==> src/logic/gnd_oc_pkg.sv <==
/*
 * Shared constants for the ground overcurrent stage: register map,
 * control field layout, curve and reset mode codes, curve tables.
 * Assumes a 10 MHz protection clock and a 1 ms timing base.
 */
package gnd_oc_pkg;

	// clocking and timing base
	localparam int CLK_HZ         = 10_000_000;
	localparam int TICK_MS        = 1;
	localparam int TICK_CYCLES    = CLK_HZ / 1000 * TICK_MS;
	localparam real RX_TMIN_S     = 0.02;
	localparam int RX_TMIN_MS     = int'(RX_TMIN_S * 1000.0) / TICK_MS;

	// register offsets (byte addresses)
	localparam logic [7:0] REG_CTRL    = 8'h00;
	localparam logic [7:0] REG_PICKUP  = 8'h04;
	localparam logic [7:0] REG_NOMINAL = 8'h08;
	localparam logic [7:0] REG_DELAY   = 8'h0c;
	localparam logic [7:0] REG_TMS     = 8'h10;
	localparam logic [7:0] REG_RHOLD   = 8'h14;
	localparam logic [7:0] REG_UMIN    = 8'h18;
	localparam logic [7:0] REG_STATE   = 8'h1c;
	localparam logic [7:0] REG_IRQ_ST  = 8'h20;
	localparam logic [7:0] REG_IRQ_EN  = 8'h24;
	localparam logic [7:0] REG_ACC     = 8'h28;
	localparam logic [7:0] REG_CMD     = 8'h2c;

	// control register fields and reset values
	localparam int B_EN     = 0;
	localparam int B_DIR    = 1;
	localparam int B_RMS    = 2;
	localparam int B_GCALC  = 3;
	localparam int B_SENS   = 4;
	localparam int B_VCALC  = 5;
	localparam int F_RMODE  = 6;
	localparam int F_CURVE  = 8;
	localparam int B_CLEAR  = 0;
	localparam int TMS_FRAC = 8;
	localparam logic [31:0] CTRL_RST  = 32'h0000_0000;
	localparam logic [15:0] TMS_RST   = 16'h0100;
	localparam logic [15:0] LEVEL_RST = 16'hffff;

	// limiting current and tier multiples
	localparam int LIM_PICKUP_X = 20;
	localparam int LIM_CALC_X   = 40;
	localparam int LIM_MEAS_X   = 25;
	localparam int LIM_SENS_X2  = 5;
	localparam int TIER1_X      = 5;
	localparam int TIER2_X      = 10;
	localparam int TIER3_X      = 20;

	typedef enum logic [3:0] {
		definite_time_curve        = 4'h0,
		normal_inverse_curve       = 4'h1,
		very_inverse_curve         = 4'h2,
		long_inverse_curve         = 4'h3,
		extreme_inverse_curve      = 4'h4,
		moderate_inverse_curve     = 4'h5,
		ieee_very_inverse_curve    = 4'h6,
		ieee_extreme_inverse_curve = 4'h7,
		r_shaped_inverse_curve     = 4'h8,
		logarithmic_ground_curve   = 4'h9,
		flat_thermal_curve         = 4'ha,
		linear_thermal_curve       = 4'hb,
		square_thermal_curve       = 4'hc,
		fourth_power_thermal_curve = 4'hd
	} curve_t;

	typedef enum logic [1:0] {
		reset_instant  = 2'h0,
		reset_definite = 2'h1,
		reset_inverse  = 2'h2
	} reset_mode_t;

	typedef enum logic [3:0] {
		st_idle = 4'b0001,
		st_run  = 4'b0010,
		st_hold = 4'b0100,
		st_trip = 4'b1000
	} state_t;

	// per curve, ms at multiplier 1.0: {reset, x20, x10, x5, x2}
	function automatic logic [99:0] curve_row(input curve_t c);
		case (c)
		normal_inverse_curve:       return 100'h0008c_008dd_00b9c_010b9_0272e;
		very_inverse_curve:         return 100'h034bc_002c7_005dc_00d2f_034bc;
		long_inverse_curve:         return 100'h1d4c0_018ac_03415_07530_1d4c0;
		extreme_inverse_curve:      return 100'h13880_000c9_00328_00d05_0682b;
		moderate_inverse_curve:     return 100'h012f2_003b5_004b7_00699_00edb;
		ieee_very_inverse_curve:    return 100'h05460_0021c_002b1_0051c_01b74;
		ieee_extreme_inverse_curve: return 100'h071ac_000c0_00197_00511_02532;
		r_shaped_inverse_curve:     return 100'h003e8_00bf0_00c63_00d63_011ad;
		logarithmic_ground_curve:   return 100'h00000_006dc_00a84_00e2b_01300;
		flat_thermal_curve:         return 100'h01388_01388_01388_01388_01388;
		linear_thermal_curve:       return 100'h01388_000fa_001f4_003e8_009c4;
		square_thermal_curve:       return 100'h01388_0000d_00032_000c8_004e2;
		fourth_power_thermal_curve: return 100'h01388_00001_00001_00008_00138;
		default:                    return 100'h0;
		endcase
	endfunction

endpackage

==> src/logic/ground_overcurrent_stage.sv <==
/*
 * Ground overcurrent stage: pickup compare, curve timing, reset modes,
 * minimum delays, clear-all, register port and interrupt.
 * Assumes magnitudes and direction flags synchronous to mclk.
 */
// Chosen here: the register addresses and the strobed register port.
// Operation
// [RULE1] non-directional mode ignores direction inputs
// [RULE2] setting picks fundamental or true RMS
// [RULE3] settings pick measured or calculated sources
// [RULE4] curve setting selects one of fourteen curves
// [RULE5] current above pickup starts trip timer
// [RULE6] definite time trips after fixed delay
// [RULE7] other curves: delay from multiplier, curve, current
// [RULE8] instantaneous reset zeroes timer within two cycles
// [RULE9] definite reset waits hold time before reset
// [RULE10] inverse reset delay from curve, not definite/log
// [RULE11] limited curves never beat two minimum delays
// [RULE12] user minimum timer gates trip, zero disables
// [RULE13] limiting current is smallest of four limits; code uses the smaller of 20x pickup and the nominal limit for the input
// [RULE14] intrinsic minimum is delay at limiting current
// [RULE15] logarithmic curve minimum fixed at 0.02 s
// [RULE16] definite time curve always resets instantly
// [RULE17] clear-all resets element and timers at once
// [RULE18] pickup while above level, trip when elapsed
// [RULE19] return above pickup resumes retained time
`timescale 1ns/1ps
module ground_overcurrent_stage #(
	parameter int TICK_CYCLES = gnd_oc_pkg::TICK_CYCLES
) (
	// clock and reset
	input  wire logic        mclk,
	input  wire logic        rst,
	// register port
	input  wire logic [7:0]  addr,
	input  wire logic [31:0] wdata,
	input  wire logic        wr,
	input  wire logic        rd,
	output logic      [31:0] rdata,
	// measured ground quantities
	input  wire logic [15:0] meas_fund,
	input  wire logic [15:0] meas_rms,
	input  wire logic [15:0] calc_fund,
	input  wire logic [15:0] calc_rms,
	input  wire logic        dir_fwd_meas,
	input  wire logic        dir_fwd_calc,
	// global clear and outputs
	input  wire logic        clear_all,
	output logic             pickup,
	output logic             trip,
	output logic             irq
);
	if (TICK_CYCLES < 2) begin : g_chk
		$error("tick divider needs at least two cycles");
	end

	logic [31:0] ctrl_q, definite_time_curve_q, rhold_q, umin_q, acc_q, acc_d;
	logic [31:0] hcnt_q, hcnt_d, ucnt_q, ucnt_d, rdata_q;
	logic [15:0] pickup_lvl_q, nominal_q, tms_q;
	logic [1:0]  irq_st_q, irq_en_q, irq_st_d, ev;
	logic [31:0] tick_q;
	logic        tick, pickup_q, trip_q, irq_q;
	gnd_oc_pkg::state_t st_q, st_d;

	// 1 ms timing base from the protection clock
	assign tick = (tick_q == 32'(TICK_CYCLES - 1));
	always_ff @(posedge mclk) begin
		if (rst || tick)
			tick_q <= 32'h0;
		else
			tick_q <= tick_q + 32'h1;
	end

	// quantity selection
	wire        use_rms  = ctrl_q[gnd_oc_pkg::B_RMS];
	wire        g_calc   = ctrl_q[gnd_oc_pkg::B_GCALC];
	wire        sens     = ctrl_q[gnd_oc_pkg::B_SENS] & ~g_calc;
	wire [15:0] meas_sel = use_rms ? meas_rms : meas_fund; // RULE2
	wire [15:0] calc_sel = use_rms ? calc_rms : calc_fund; // RULE2
	wire [15:0] cur      = g_calc ? calc_sel : meas_sel; // RULE3
	wire        dir_fwd  = ctrl_q[gnd_oc_pkg::B_VCALC] ?
		dir_fwd_calc : dir_fwd_meas; // RULE3
	// direction consulted only in directional mode
	wire dir_ok = ~ctrl_q[gnd_oc_pkg::B_DIR] | dir_fwd; // RULE1
	wire pu = ctrl_q[gnd_oc_pkg::B_EN] & dir_ok &
		(cur > pickup_lvl_q); // RULE5

	// curve and reset mode decode
	wire gnd_oc_pkg::curve_t curve =
		gnd_oc_pkg::curve_t'(ctrl_q[gnd_oc_pkg::F_CURVE +: 4]); // RULE4
	wire gnd_oc_pkg::reset_mode_t rmode =
		gnd_oc_pkg::reset_mode_t'(ctrl_q[gnd_oc_pkg::F_RMODE +: 2]);
	wire is_definite_time_curve  = (curve == gnd_oc_pkg::definite_time_curve);
	wire is_rx    = (curve == gnd_oc_pkg::logarithmic_ground_curve);
	wire is_therm = (curve >= gnd_oc_pkg::flat_thermal_curve);
	wire limited  = ~is_definite_time_curve & ~is_therm; // RULE11

	// limiting current, smallest of the applicable limits
	wire [21:0] pu22  = 22'(pickup_lvl_q);
	wire [21:0] nom22 = 22'(nominal_q);
	wire [21:0] lim_p = pu22 * 22'(gnd_oc_pkg::LIM_PICKUP_X); // RULE13
	wire [21:0] lim_n = g_calc ? nom22 * 22'(gnd_oc_pkg::LIM_CALC_X) :
		sens ? (nom22 * 22'(gnd_oc_pkg::LIM_SENS_X2)) >> 1 :
		nom22 * 22'(gnd_oc_pkg::LIM_MEAS_X); // RULE13
	wire [21:0] lim   = (lim_p < lim_n) ? lim_p : lim_n; // RULE13
	// clamping the current holds delay at or above its value at limit
	wire [21:0] cur_cl = (limited && 22'(cur) > lim) ? lim :
		22'(cur); // RULE14

	// multiple tier against pickup, or nominal for thermal curves
	wire [21:0] refv = is_therm ? nom22 : pu22; // RULE7
	wire [1:0] tier =
		(cur_cl >= refv * 22'(gnd_oc_pkg::TIER3_X)) ? 2'h3 :
		(cur_cl >= refv * 22'(gnd_oc_pkg::TIER2_X)) ? 2'h2 :
		(cur_cl >= refv * 22'(gnd_oc_pkg::TIER1_X)) ? 2'h1 : 2'h0;
	wire [99:0] row     = gnd_oc_pkg::curve_row(curve);
	wire [19:0] trip_ms = row[20 * tier +: 20]; // RULE7
	wire [19:0] tau_ms  = row[80 +: 20]; // RULE10
	wire [47:0] trip_p  = 48'(trip_ms) * 48'(tms_q); // RULE7
	wire [47:0] tau_p   = 48'(tau_ms) * 48'(tms_q); // RULE10
	wire [31:0] base    = trip_p[gnd_oc_pkg::TMS_FRAC +: 32];
	wire [31:0] tau_sc  = tau_p[gnd_oc_pkg::TMS_FRAC +: 32];
	wire [31:0] rx_min  = 32'(gnd_oc_pkg::RX_TMIN_MS);
	wire [31:0] eff = is_definite_time_curve ? definite_time_curve_q : // RULE6
		(is_rx && base < rx_min) ? rx_min : base; // RULE15

	// user minimum runs apart from the curve; zero switches it off
	wire umin_ok = ~limited || (umin_q == 32'h0) ||
		(ucnt_q >= umin_q); // RULE12
	wire trip_go = pu && (acc_q >= eff) && umin_ok; // RULE18

	// reset behaviour on dropout
	wire inst_drop = is_definite_time_curve || // RULE16
		(rmode == gnd_oc_pkg::reset_instant) || // RULE8
		(rmode == gnd_oc_pkg::reset_inverse && is_rx) || // RULE10
		(rmode != gnd_oc_pkg::reset_definite &&
		 rmode != gnd_oc_pkg::reset_inverse);
	wire [31:0] rlim = (rmode == gnd_oc_pkg::reset_definite) ?
		rhold_q : tau_sc; // RULE9 RULE10

	// register strobes
	wire wr_ctrl  = wr && addr == gnd_oc_pkg::REG_CTRL;
	wire wr_irq   = wr && addr == gnd_oc_pkg::REG_IRQ_ST;
	wire clr      = clear_all || (wr && addr == gnd_oc_pkg::REG_CMD &&
		wdata[gnd_oc_pkg::B_CLEAR]); // RULE17
	wire [31:0] acc_inc = (acc_q == 32'hffff_ffff) ? acc_q :
		acc_q + 32'h1;

	// timer state machine; retained time survives the hold phase
	always_comb begin
		st_d   = st_q;
		acc_d  = acc_q;
		hcnt_d = hcnt_q;
		ucnt_d = ucnt_q;
		case (st_q)
		gnd_oc_pkg::st_idle: begin
			acc_d  = 32'h0;
			ucnt_d = 32'h0;
			if (pu)
				st_d = gnd_oc_pkg::st_run; // RULE5
		end
		gnd_oc_pkg::st_run, gnd_oc_pkg::st_trip: begin
			if (!pu) begin
				ucnt_d = 32'h0;
				hcnt_d = 32'h0;
				if (inst_drop) begin
					st_d  = gnd_oc_pkg::st_idle; // RULE8
					acc_d = 32'h0;
				end else begin
					st_d = gnd_oc_pkg::st_hold; // RULE9
				end
			end else begin
				if (tick) begin
					acc_d  = acc_inc;
					ucnt_d = (ucnt_q == 32'hffff_ffff) ? ucnt_q :
						ucnt_q + 32'h1;
				end
				if (trip_go)
					st_d = gnd_oc_pkg::st_trip; // RULE18
			end
		end
		gnd_oc_pkg::st_hold: begin
			if (pu) begin
				st_d = gnd_oc_pkg::st_run; // RULE19
			end else if (hcnt_q >= rlim) begin
				st_d  = gnd_oc_pkg::st_idle; // RULE9
				acc_d = 32'h0;
			end else if (tick) begin
				hcnt_d = hcnt_q + 32'h1;
			end
		end
		default: begin
			st_d  = gnd_oc_pkg::st_idle;
			acc_d = 32'h0;
		end
		endcase
		if (clr) begin
			st_d   = gnd_oc_pkg::st_idle; // RULE17
			acc_d  = 32'h0;
			hcnt_d = 32'h0;
			ucnt_d = 32'h0;
		end
	end

	always_ff @(posedge mclk) begin
		if (rst) begin
			st_q   <= gnd_oc_pkg::st_idle;
			acc_q  <= 32'h0;
			hcnt_q <= 32'h0;
			ucnt_q <= 32'h0;
		end else begin
			st_q   <= st_d;
			acc_q  <= acc_d;
			hcnt_q <= hcnt_d;
			ucnt_q <= ucnt_d;
		end
	end

	// outputs from flops; clear drops trip in the same edge
	always_ff @(posedge mclk) begin
		if (rst) begin
			pickup_q <= 1'b0;
			trip_q   <= 1'b0;
		end else begin
			pickup_q <= pu; // RULE18
			trip_q   <= (st_d == gnd_oc_pkg::st_trip); // RULE18
		end
	end

	// interrupt status: set wins over write-one-to-clear
	assign ev = {(st_d == gnd_oc_pkg::st_trip) & ~trip_q,
		pu & ~pickup_q};
	assign irq_st_d = (irq_st_q & ~(wr_irq ? wdata[1:0] : 2'h0)) | ev;
	always_ff @(posedge mclk) begin
		if (rst) begin
			irq_st_q <= 2'h0;
			irq_q    <= 1'b0;
		end else begin
			irq_st_q <= irq_st_d;
			irq_q    <= |(irq_st_d & irq_en_q);
		end
	end

	// setting registers
	always_ff @(posedge mclk) begin
		if (rst) begin
			ctrl_q       <= gnd_oc_pkg::CTRL_RST;
			pickup_lvl_q <= gnd_oc_pkg::LEVEL_RST;
			nominal_q    <= gnd_oc_pkg::LEVEL_RST;
			tms_q        <= gnd_oc_pkg::TMS_RST;
			definite_time_curve_q       <= 32'h0;
			rhold_q      <= 32'h0;
			umin_q       <= 32'h0;
			irq_en_q     <= 2'h0;
		end else if (wr) begin
			case (addr)
			gnd_oc_pkg::REG_CTRL:    ctrl_q <= wdata;
			gnd_oc_pkg::REG_PICKUP:  pickup_lvl_q <= wdata[15:0];
			gnd_oc_pkg::REG_NOMINAL: nominal_q <= wdata[15:0];
			gnd_oc_pkg::REG_TMS:     tms_q <= wdata[15:0];
			gnd_oc_pkg::REG_DELAY:   definite_time_curve_q <= wdata;
			gnd_oc_pkg::REG_RHOLD:   rhold_q <= wdata;
			gnd_oc_pkg::REG_UMIN:    umin_q <= wdata;
			gnd_oc_pkg::REG_IRQ_EN:  irq_en_q <= wdata[1:0];
			default: ;
			endcase
		end
	end

	// read mux; unmapped offsets read zero
	wire [31:0] rd_mux =
		(addr == gnd_oc_pkg::REG_CTRL)    ? ctrl_q :
		(addr == gnd_oc_pkg::REG_PICKUP)  ? 32'(pickup_lvl_q) :
		(addr == gnd_oc_pkg::REG_NOMINAL) ? 32'(nominal_q) :
		(addr == gnd_oc_pkg::REG_DELAY)   ? definite_time_curve_q :
		(addr == gnd_oc_pkg::REG_TMS)     ? 32'(tms_q) :
		(addr == gnd_oc_pkg::REG_RHOLD)   ? rhold_q :
		(addr == gnd_oc_pkg::REG_UMIN)    ? umin_q :
		(addr == gnd_oc_pkg::REG_STATE)   ?
			{26'h0, st_q, trip_q, pickup_q} :
		(addr == gnd_oc_pkg::REG_IRQ_ST)  ? 32'(irq_st_q) :
		(addr == gnd_oc_pkg::REG_IRQ_EN)  ? 32'(irq_en_q) :
		(addr == gnd_oc_pkg::REG_ACC)     ? acc_q : 32'h0;
	always_ff @(posedge mclk) begin
		if (rst)
			rdata_q <= 32'h0;
		else
			rdata_q <= rd ? rd_mux : 32'h0;
	end

	assign rdata  = rdata_q;
	assign pickup = pickup_q;
	assign trip   = trip_q;
	assign irq    = irq_q;

	// checks
	property p_nondir;
		@(posedge mclk) disable iff (rst)
		ctrl_q[gnd_oc_pkg::B_EN] && !ctrl_q[gnd_oc_pkg::B_DIR] &&
		cur > pickup_lvl_q |=> pickup_q;
	endproperty
	a_nondir: assert property (p_nondir) // RULE1
		else $error("non-directional pickup missed");

	property p_start;
		@(posedge mclk) disable iff (rst)
		st_q == gnd_oc_pkg::st_idle && pu && !clr
		|=> st_q == gnd_oc_pkg::st_run && acc_q == 32'h0;
	endproperty
	a_start: assert property (p_start) // RULE5
		else $error("timer did not start at pickup");

	property p_definite_time_curve;
		@(posedge mclk) disable iff (rst)
		is_definite_time_curve && st_q == gnd_oc_pkg::st_run && pu && !clr &&
		acc_q >= definite_time_curve_q |=> trip_q;
	endproperty
	a_definite_time_curve: assert property (p_definite_time_curve) // RULE6
		else $error("definite time trip late");

	property p_inst;
		@(posedge mclk) disable iff (rst)
		st_q == gnd_oc_pkg::st_run && !pu && inst_drop
		|=> st_q == gnd_oc_pkg::st_idle ##1 acc_q == 32'h0;
	endproperty
	a_inst: assert property (p_inst) // RULE8
		else $error("instant reset did not clear timer");

	property p_rx;
		@(posedge mclk) disable iff (rst)
		is_rx |-> eff >= rx_min;
	endproperty
	a_rx: assert property (p_rx) // RULE15
		else $error("logarithmic curve below fixed minimum");

	property p_umin;
		@(posedge mclk) disable iff (rst)
		$rose(trip_q) && limited && umin_q != 32'h0
		|-> $past(ucnt_q) >= umin_q;
	endproperty
	a_umin: assert property (p_umin) // RULE12
		else $error("trip before user minimum");

	property p_clear;
		@(posedge mclk) disable iff (rst)
		clr |=> !trip_q && acc_q == 32'h0 &&
		st_q == gnd_oc_pkg::st_idle;
	endproperty
	a_clear: assert property (p_clear) // RULE17
		else $error("clear-all left element active");

	property p_trip_pu;
		@(posedge mclk) disable iff (rst)
		trip_q |-> pickup_q && $past(acc_q) >= $past(eff);
	endproperty
	a_trip_pu: assert property (p_trip_pu) // RULE18
		else $error("trip without pickup or elapsed delay");

	property p_resume;
		@(posedge mclk) disable iff (rst)
		st_q == gnd_oc_pkg::st_hold && pu && !clr
		|=> st_q == gnd_oc_pkg::st_run && acc_q == $past(acc_q);
	endproperty
	a_resume: assert property (p_resume) // RULE19
		else $error("retained time lost on resume");

endmodule

==> config.mk <==
export PLATFORM = sky130hd
export DESIGN_NAME = ground_overcurrent_stage
export DESIGN_NICKNAME = d
export VERILOG_FILES = /design/src/logic/gnd_oc_pkg.sv /design/src/logic/ground_overcurrent_stage.sv
export SDC_FILE = /design/constraint.sdc
export NUM_CORES = 2
export LEC_CHECK = 0
export CAP_MARGIN = 10
export CORE_ASPECT_RATIO = 0.9
export CORE_MARGIN = 2
export CORE_UTILIZATION = 50
export CTS_CLUSTER_DIAMETER = 50
export DETAILED_ROUTE_END_ITERATION = 8
export DONT_BUFFER_PORTS = 1
export GPL_ROUTABILITY_DRIVEN = 0
export PLACE_DENSITY = 0.62
export SLEW_MARGIN = 20
export SYNTH_ARGS = -nofsm -noshare
export SYNTH_HDL_FRONTEND = slang
export SYNTH_SLANG_ARGS = --single-unit
==> constraint.sdc <==
create_clock -name mclk -period 32.6 [get_ports mclk]
set_input_delay 0 -clock mclk [delete_from_list [all_inputs] [get_ports mclk]]
set_output_delay 0 -clock mclk [all_outputs]
set_load 0.005 [all_outputs]
Yosys cells after proc, flatten, opt, wreduce, memory -nomap -nowiden:

Memories as Yosys holds them, arrays and structs flattened. A register that Yosys moved wholly into a read port is not among the register bits.
Index checks and enable logic that the tools add are counted.

* bits in read-only memories: 1200
* register bits: 347
* logic and storage cells: 187
* input bits: 111
* output and inout port bits: 35
* memories: 1

* equal/unequal tests: 33
* shift-type cells: 1
* reductions and logical operators: 37
* order comparisons: 11
* bitwise gates (word level): 19
* add/subtract/negate cells: 4
* multiplexer cells: 53
* multipliers: 10

Memories
* (name not given): depth 16, width 75, read ports 1, clocked after memory_dff 1, wr ports 0, line gnd_oc_pkg.sv:85 `case (c)`

Operator list (number)
* $mux 32: 26
* $pmux 32 s2: 3
* $add 32x1->32 const B: 4
* $mul 16x3->19 const B: 6
* $shiftx 100x8->20: 1
* $ge 32x32->1: 3
* $mul 20x16->36: 2
* $mux 22: 3
* $eq 32x32->1 const B: 2
* $mux 16: 4
* $eq 32x14->1 const B: 1
* $eq 8x5->1 const B: 4
* $eq 8x6->1 const B: 4
* $logic_not 32->1: 1
* $mux 4: 8
* $lt 28x5->1 const B: 1
* $mux 28: 1
* $ge 22x19->1: 1
* $ge 22x20->1: 1
* $ge 22x21->1: 1
* $gt 16x22->1: 1
* $lt 21x22->1: 1
* $mul 16x5->21 const B: 1
* $mux 21: 1
* other kinds (34): 87

Longest topological paths before layout:

* word-level depth: 32
* mapped depth: 108
* depth with buffers taken out: 102

Least setup slack after synthesis:

No wires, ideal clock.

* path kind: reg2reg
* start: register nominal_q[6]
* end: register irq_q (netlist: irq)
* clock period less this slack: 20.515 ns
* arrival time: 20.399 ns
* path buffers: 6
* setup time: 0.116 ns
* data required time: 32.484 ns
* cell stages (with the launch flop): 97
* setup slack: 12.085 ns
* path through: dfxtp_1 > ha_1 > ha_1 > inv_1 > fa_1 > inv_1 > ha_1 > o21a_1 > o21a_1 > o22ai_1 > a21oi_1 > mux2_2 > o211ai_1 > nand2_1 > ha_1 > nand3_1 > a21oi_1 > a211oi_1 > [61 not listed] > a21o_1 > a21o_1 > a21oi_1 > o21ai_0 > a21o_1 > a21o_1 > a21o_1 > a21o_1 > a21o_1 > a21o_1 > a21o_1 > a21oi_1 > o31ai_1 > a221oi_1 > o31ai_1 > o21ai_0 > a211oi_1 > a31o_2

* longest elaborated chain between the ends: 31
* elaborated cells on any way between the ends: 39
* classes of those cells: 8 x mul; 7 x order compare; 1 x eq/ne; 1 x shift; 14 x mux; 3 x bitwise; 5 x reduce/logical

Ends and longest elaborated chain
* start, declared: line ground_overcurrent_stage.sv:59 `logic [15:0] pickup_lvl_q, nominal_q, tms_q;`
* start signal, assigned: line ground_overcurrent_stage.sv:249 `nominal_q <= gnd_oc_pkg::LEVEL_RST;`
* start signal, assigned: line ground_overcurrent_stage.sv:259 `gnd_oc_pkg::REG_NOMINAL: nominal_q <= wdata[15:0];`
* $mul 16x3->19 or $mul 16x5->21 (tied branches): line ground_overcurrent_stage.sv:102, ground_overcurrent_stage.sv:103, ground_overcurrent_stage.sv:104
* $mux 21: line ground_overcurrent_stage.sv:103 `sens ? (nom22 * 22'(gnd_oc_pkg::LIM_SENS_X2)) >> 1 :`
* $mux 22: line ground_overcurrent_stage.sv:102 `wire [21:0] lim_n = g_calc ? nom22 * 22'(gnd_oc_pkg::LIM_CALC_X) :`
* $lt 21x22->1: line ground_overcurrent_stage.sv:105 `wire [21:0] lim = (lim_p < lim_n) ? lim_p : lim_n;`
* $mux 22: line ground_overcurrent_stage.sv:105
* $gt 16x22->1: line ground_overcurrent_stage.sv:107 `wire [21:0] cur_cl = (limited && 22'(cur) > lim) ? lim :`
* $logic_and 1x1->1: line ground_overcurrent_stage.sv:107
* $mux 22: line ground_overcurrent_stage.sv:107
* [15 not listed]
* $mux 4 (*): line ground_overcurrent_stage.sv:163 `if (!pu) begin`
* $pmux 4 s3 (*): line ground_overcurrent_stage.sv:155 `case (st_q)`
* $mux 4 (*): line ground_overcurrent_stage.sv:197 `if (clr) begin`
* $eq 4x4->1 (*): line ground_overcurrent_stage.sv:231 `assign ev = {(st_d == gnd_oc_pkg::st_trip) & ~trip_q,`
* $and 1x1->1 (*): line ground_overcurrent_stage.sv:231
* $or 2x2->2 (*): line ground_overcurrent_stage.sv:233 `assign irq_st_d = (irq_st_q & ~(wr_irq ? wdata[1:0] : 2'h0)) | ev;`
* $and 2x2->2 (*): line ground_overcurrent_stage.sv:240 `irq_q <= |(irq_st_d & irq_en_q);`
* $reduce_or 2->1 (*): line ground_overcurrent_stage.sv:240
* end signal, assigned: line ground_overcurrent_stage.sv:240
* end, declared: line ground_overcurrent_stage.sv:62 `logic tick, pickup_q, trip_q, irq_q;`

Mark *: on every way between the ends. The rest lies on a longest branch, timed or not.
A chain may end at the register's enable or synchronous reset.

Worst setup path after layout:

* start: register nominal_q[1]
* end: register irq_q (netlist: irq)

Same word-level chain as after synthesis.

==> flow_metrics.tcl <==
set metrics [dict create \
    cts_hold_buf 58 \
    tightest_slew_ns 0.983 \
    num_vias 39300 \
    grt_usage 0.302 \
    post-route-min-period_ns 22.84 \
    grt_start_max_net_pins 185 \
    synth-seq-cells 415 \
    setup_viol 0 \
    numCtsBuffers 56 \
    timing.rr.start "nominal_q[1]" \
    io_pins 146 \
    hpwl_um 107000 \
    die_area_um2 93700 \
    synth_edf_count 0 \
    drive_gt1_frac 0.0444 \
    peakVddDrop_uv 47.5 \
    synth_most_common_cell "nand2_1" \
    grt_setup_unrepaired "false" \
    drv_cap 0 \
    max_freq_mhz 43.8 \
    portBuffers 0 \
    p_total_mw 1.26 \
    status "complete, but fails checks" \
    grt_first_pass_wirelength_um 222000 \
    synth_top_area_frac 0.182 \
    clock_sinks 415 \
    coreArea_um2 90800 \
    fin_worst_skew_ns 0.0994 \
    first_global_vias 38566 \
    setup.worst_path.start "nominal_q[1]" \
    cts_tree "done" \
    drt_wl_total_um 142000 \
    min_to "rdata[21]" \
    relSlewSlack 0.344 \
    crit_type "register to register" \
    first_pass_iters 9 \
    min_period_over_period 0.701 \
    avgSynthCellArea_um2 8.17 \
    synth_area_leader_cell "dfxtp_1" \
    worst_path_largest_cell_delay_ns 0.66 \
    antenna_found_initial 2 \
    route.antenna.remaining_nets 0 \
    r2r_slack_ns 9.76 \
    cp.arrival_ns 23.41 \
    reg2reg_to "irq" \
    finalMaxSlewViolations 0 \
    ctsResizeCount 0 \
    overflow 0 \
    viasPerCell 5.79 \
    die_h_um 291 \
    synth_cells 5585 \
    synthToLayoutAreaGrowth_pct 8.11 \
    ys.flop_type "dfxtp_1" \
    crit_required_ns 33.16 \
    hp-class "primary input to register" \
    total_leakage_power_nw 22.6 \
    row_count 105 \
    crit_slowest_cell "o21ai_2" \
    worst_setup_path_end_kind "register" \
    clk_latency_ns 0.68 \
    dieWidth_um 322 \
    drc 2 \
    ys_seq_area_frac 0.182 \
    root_buffer "clkbuf_16" \
    htree_levels 2 \
    mappedNetlistArea_um2 45600 \
    hold_viol 0 \
    ys_warn_count 0 \
    start_kind "register" \
    instances_no_fill 6789 \
    cp_common_cell "a21o_1" \
    cts.clk_slew.worst_paths_ns 0.06 \
    synthDistinctLibCells 95 \
    violations "design-rule violations" \
    initial_core_util 0.503 \
    drt_iter0_drc 3286 \
    fin_nets 6617 \
    cp_max_fo 24 \
    wl_per_cell_um 20.9 \
    hold_depth 4 \
    min_from "addr[6]" \
    finalSetupTns_ns 0 \
    synthTopCellsByArea "dfxtp_1, fa_1, ha_1, nand2_1, inv_1" \
    n_antenna_cell 0 \
    clk_path_buf_depth 3 \
    cts_setup_buffers 0 \
    dp_cells 6628 \
    r2r_cells 91 \
    power_density_nw_per_um2 25.5 \
    netlist_top_cells_count "nand2_1, inv_1, ha_1" \
    ys_async_sr_fraction 0 \
]
[worst max-delay path by stage]
stage	endpoint	slack, ns	depth (start not counted)
final	irq	9.76	91
after global routing	irq	8.40	92
after CTS	irq	9.61	91
after detailed placement	irq	9.63	91
after global placement	irq	9.78	90
after floorplan	irq	12.08	96
[state kept, by name (all words and copies together) (netlist names), 32 cells and up]
name and cells:
rhold_q 32, ctrl_q 32, ucnt_q 32, row 68, tick_q 32, definite_time_curve_q 32
acc_q 32, umin_q 32, hcnt_q 32, rdata 32
[cell families (layout without fill, tap and decap cells)]
| family | count (synthesis) | count (layout) | share of synthesized area |
|---|---|---|---|
| AO/OA/AOI/OAI | 1002 | 1002 | 0.139 |
| XOR/XNOR | 199 | 199 | 0.0382 |
| adder cells (fa/ha/maj) | 992 | 992 | 0.340 |
| buffers and inverters | 927 | 890 | 0.0765 |
| flip-flops | 415 | 415 | 0.182 |
| multiplexers | 81 | 81 | 0.0225 |
| other | 1 | 12 | 0.0000822 |
| AND/OR/NAND/NOR | 1968 | 1968 | 0.201 |
[metrics by stage]
stage	utilization	hold slack, ns	area (µm²)	setup WS, ns
6_report	0.543	0.0486	49300	9.76
5_1_grt	0.543	0.0533	49300	8.40
4_1_cts	0.543	0.0104	49300	9.61
3_5_place_dp	0.516	0.103	46800	9.63
3_3_place_gp	0.516	0.101	46800	9.78
2_1_floorplan	-	0.121	45700	12.08
[cell type report]
type	instances	area (µm²)
fill	8598	41400
clock inverter	35	439
clock buffer	68	1490
tap	1230	1540
sequential	415	8310
inverter	656	2460
timing repair buffer	131	1150
multi-input combinational	4254	34000
[critical path, delay by kind of cell, from the launching register on]
| family | cells | cell delay (ns) |
|---|---|---|
| adder cells (fa/ha/maj) | 15 | 5.98 |
| flip-flops | 1 | 0.61 |
| AO/OA/AOI/OAI | 52 | 11.86 |
| XOR/XNOR | 1 | 0.14 |
| multiplexers | 3 | 0.85 |
| buffers and inverters | 7 | 0.87 |
| AND/OR/NAND/NOR | 13 | 2.46 |
[cell usage in the layout, fill, tap and decap left out, drive strengths merged, types with 11 or more instances in the layout]
master	n
nand2	910
inv	669
ha	577
fa	415
dfxtp	415
a21oi	392
nor2	324
and2	210
o21ai	184
xnor2	135
a21o	95
nand3	85
nor3	74
buf	74
clkbuf	68
xor2	64
nor2b	60
dlygate4sd3	57
nand2b	56
mux2i	54
a22oi	47
nor4	47
and3	46
nand4	38
nand3b	38
o21a	31
a31oi	27
or3	25
a211oi	25
a222oi	24
o21bai	19
a221oi	19
o211ai	17
mux4	16
or2	15
clkinv	13
conb	12
nor4b	11
mux2	11
o31ai	11
[power breakdown]
part / internal, mW / switching [mW] / total [mW]
combinational: 0.0437 / 0.0784 / 0.122
sequential: 0.508 / 0.00106 / 0.509
clock: 0.365 / 0.262 / 0.627
[metal layers]
metal  track usage  wire [µm]  vias up
met3        0.0448      11400      298
li1              -          -    18435
met4         0.119       6170        4
met1         0.420      61200    19039
met5             0         24        -
met2         0.471      62900     1524
No activity file was read; power rests on OpenSTA's default activity.
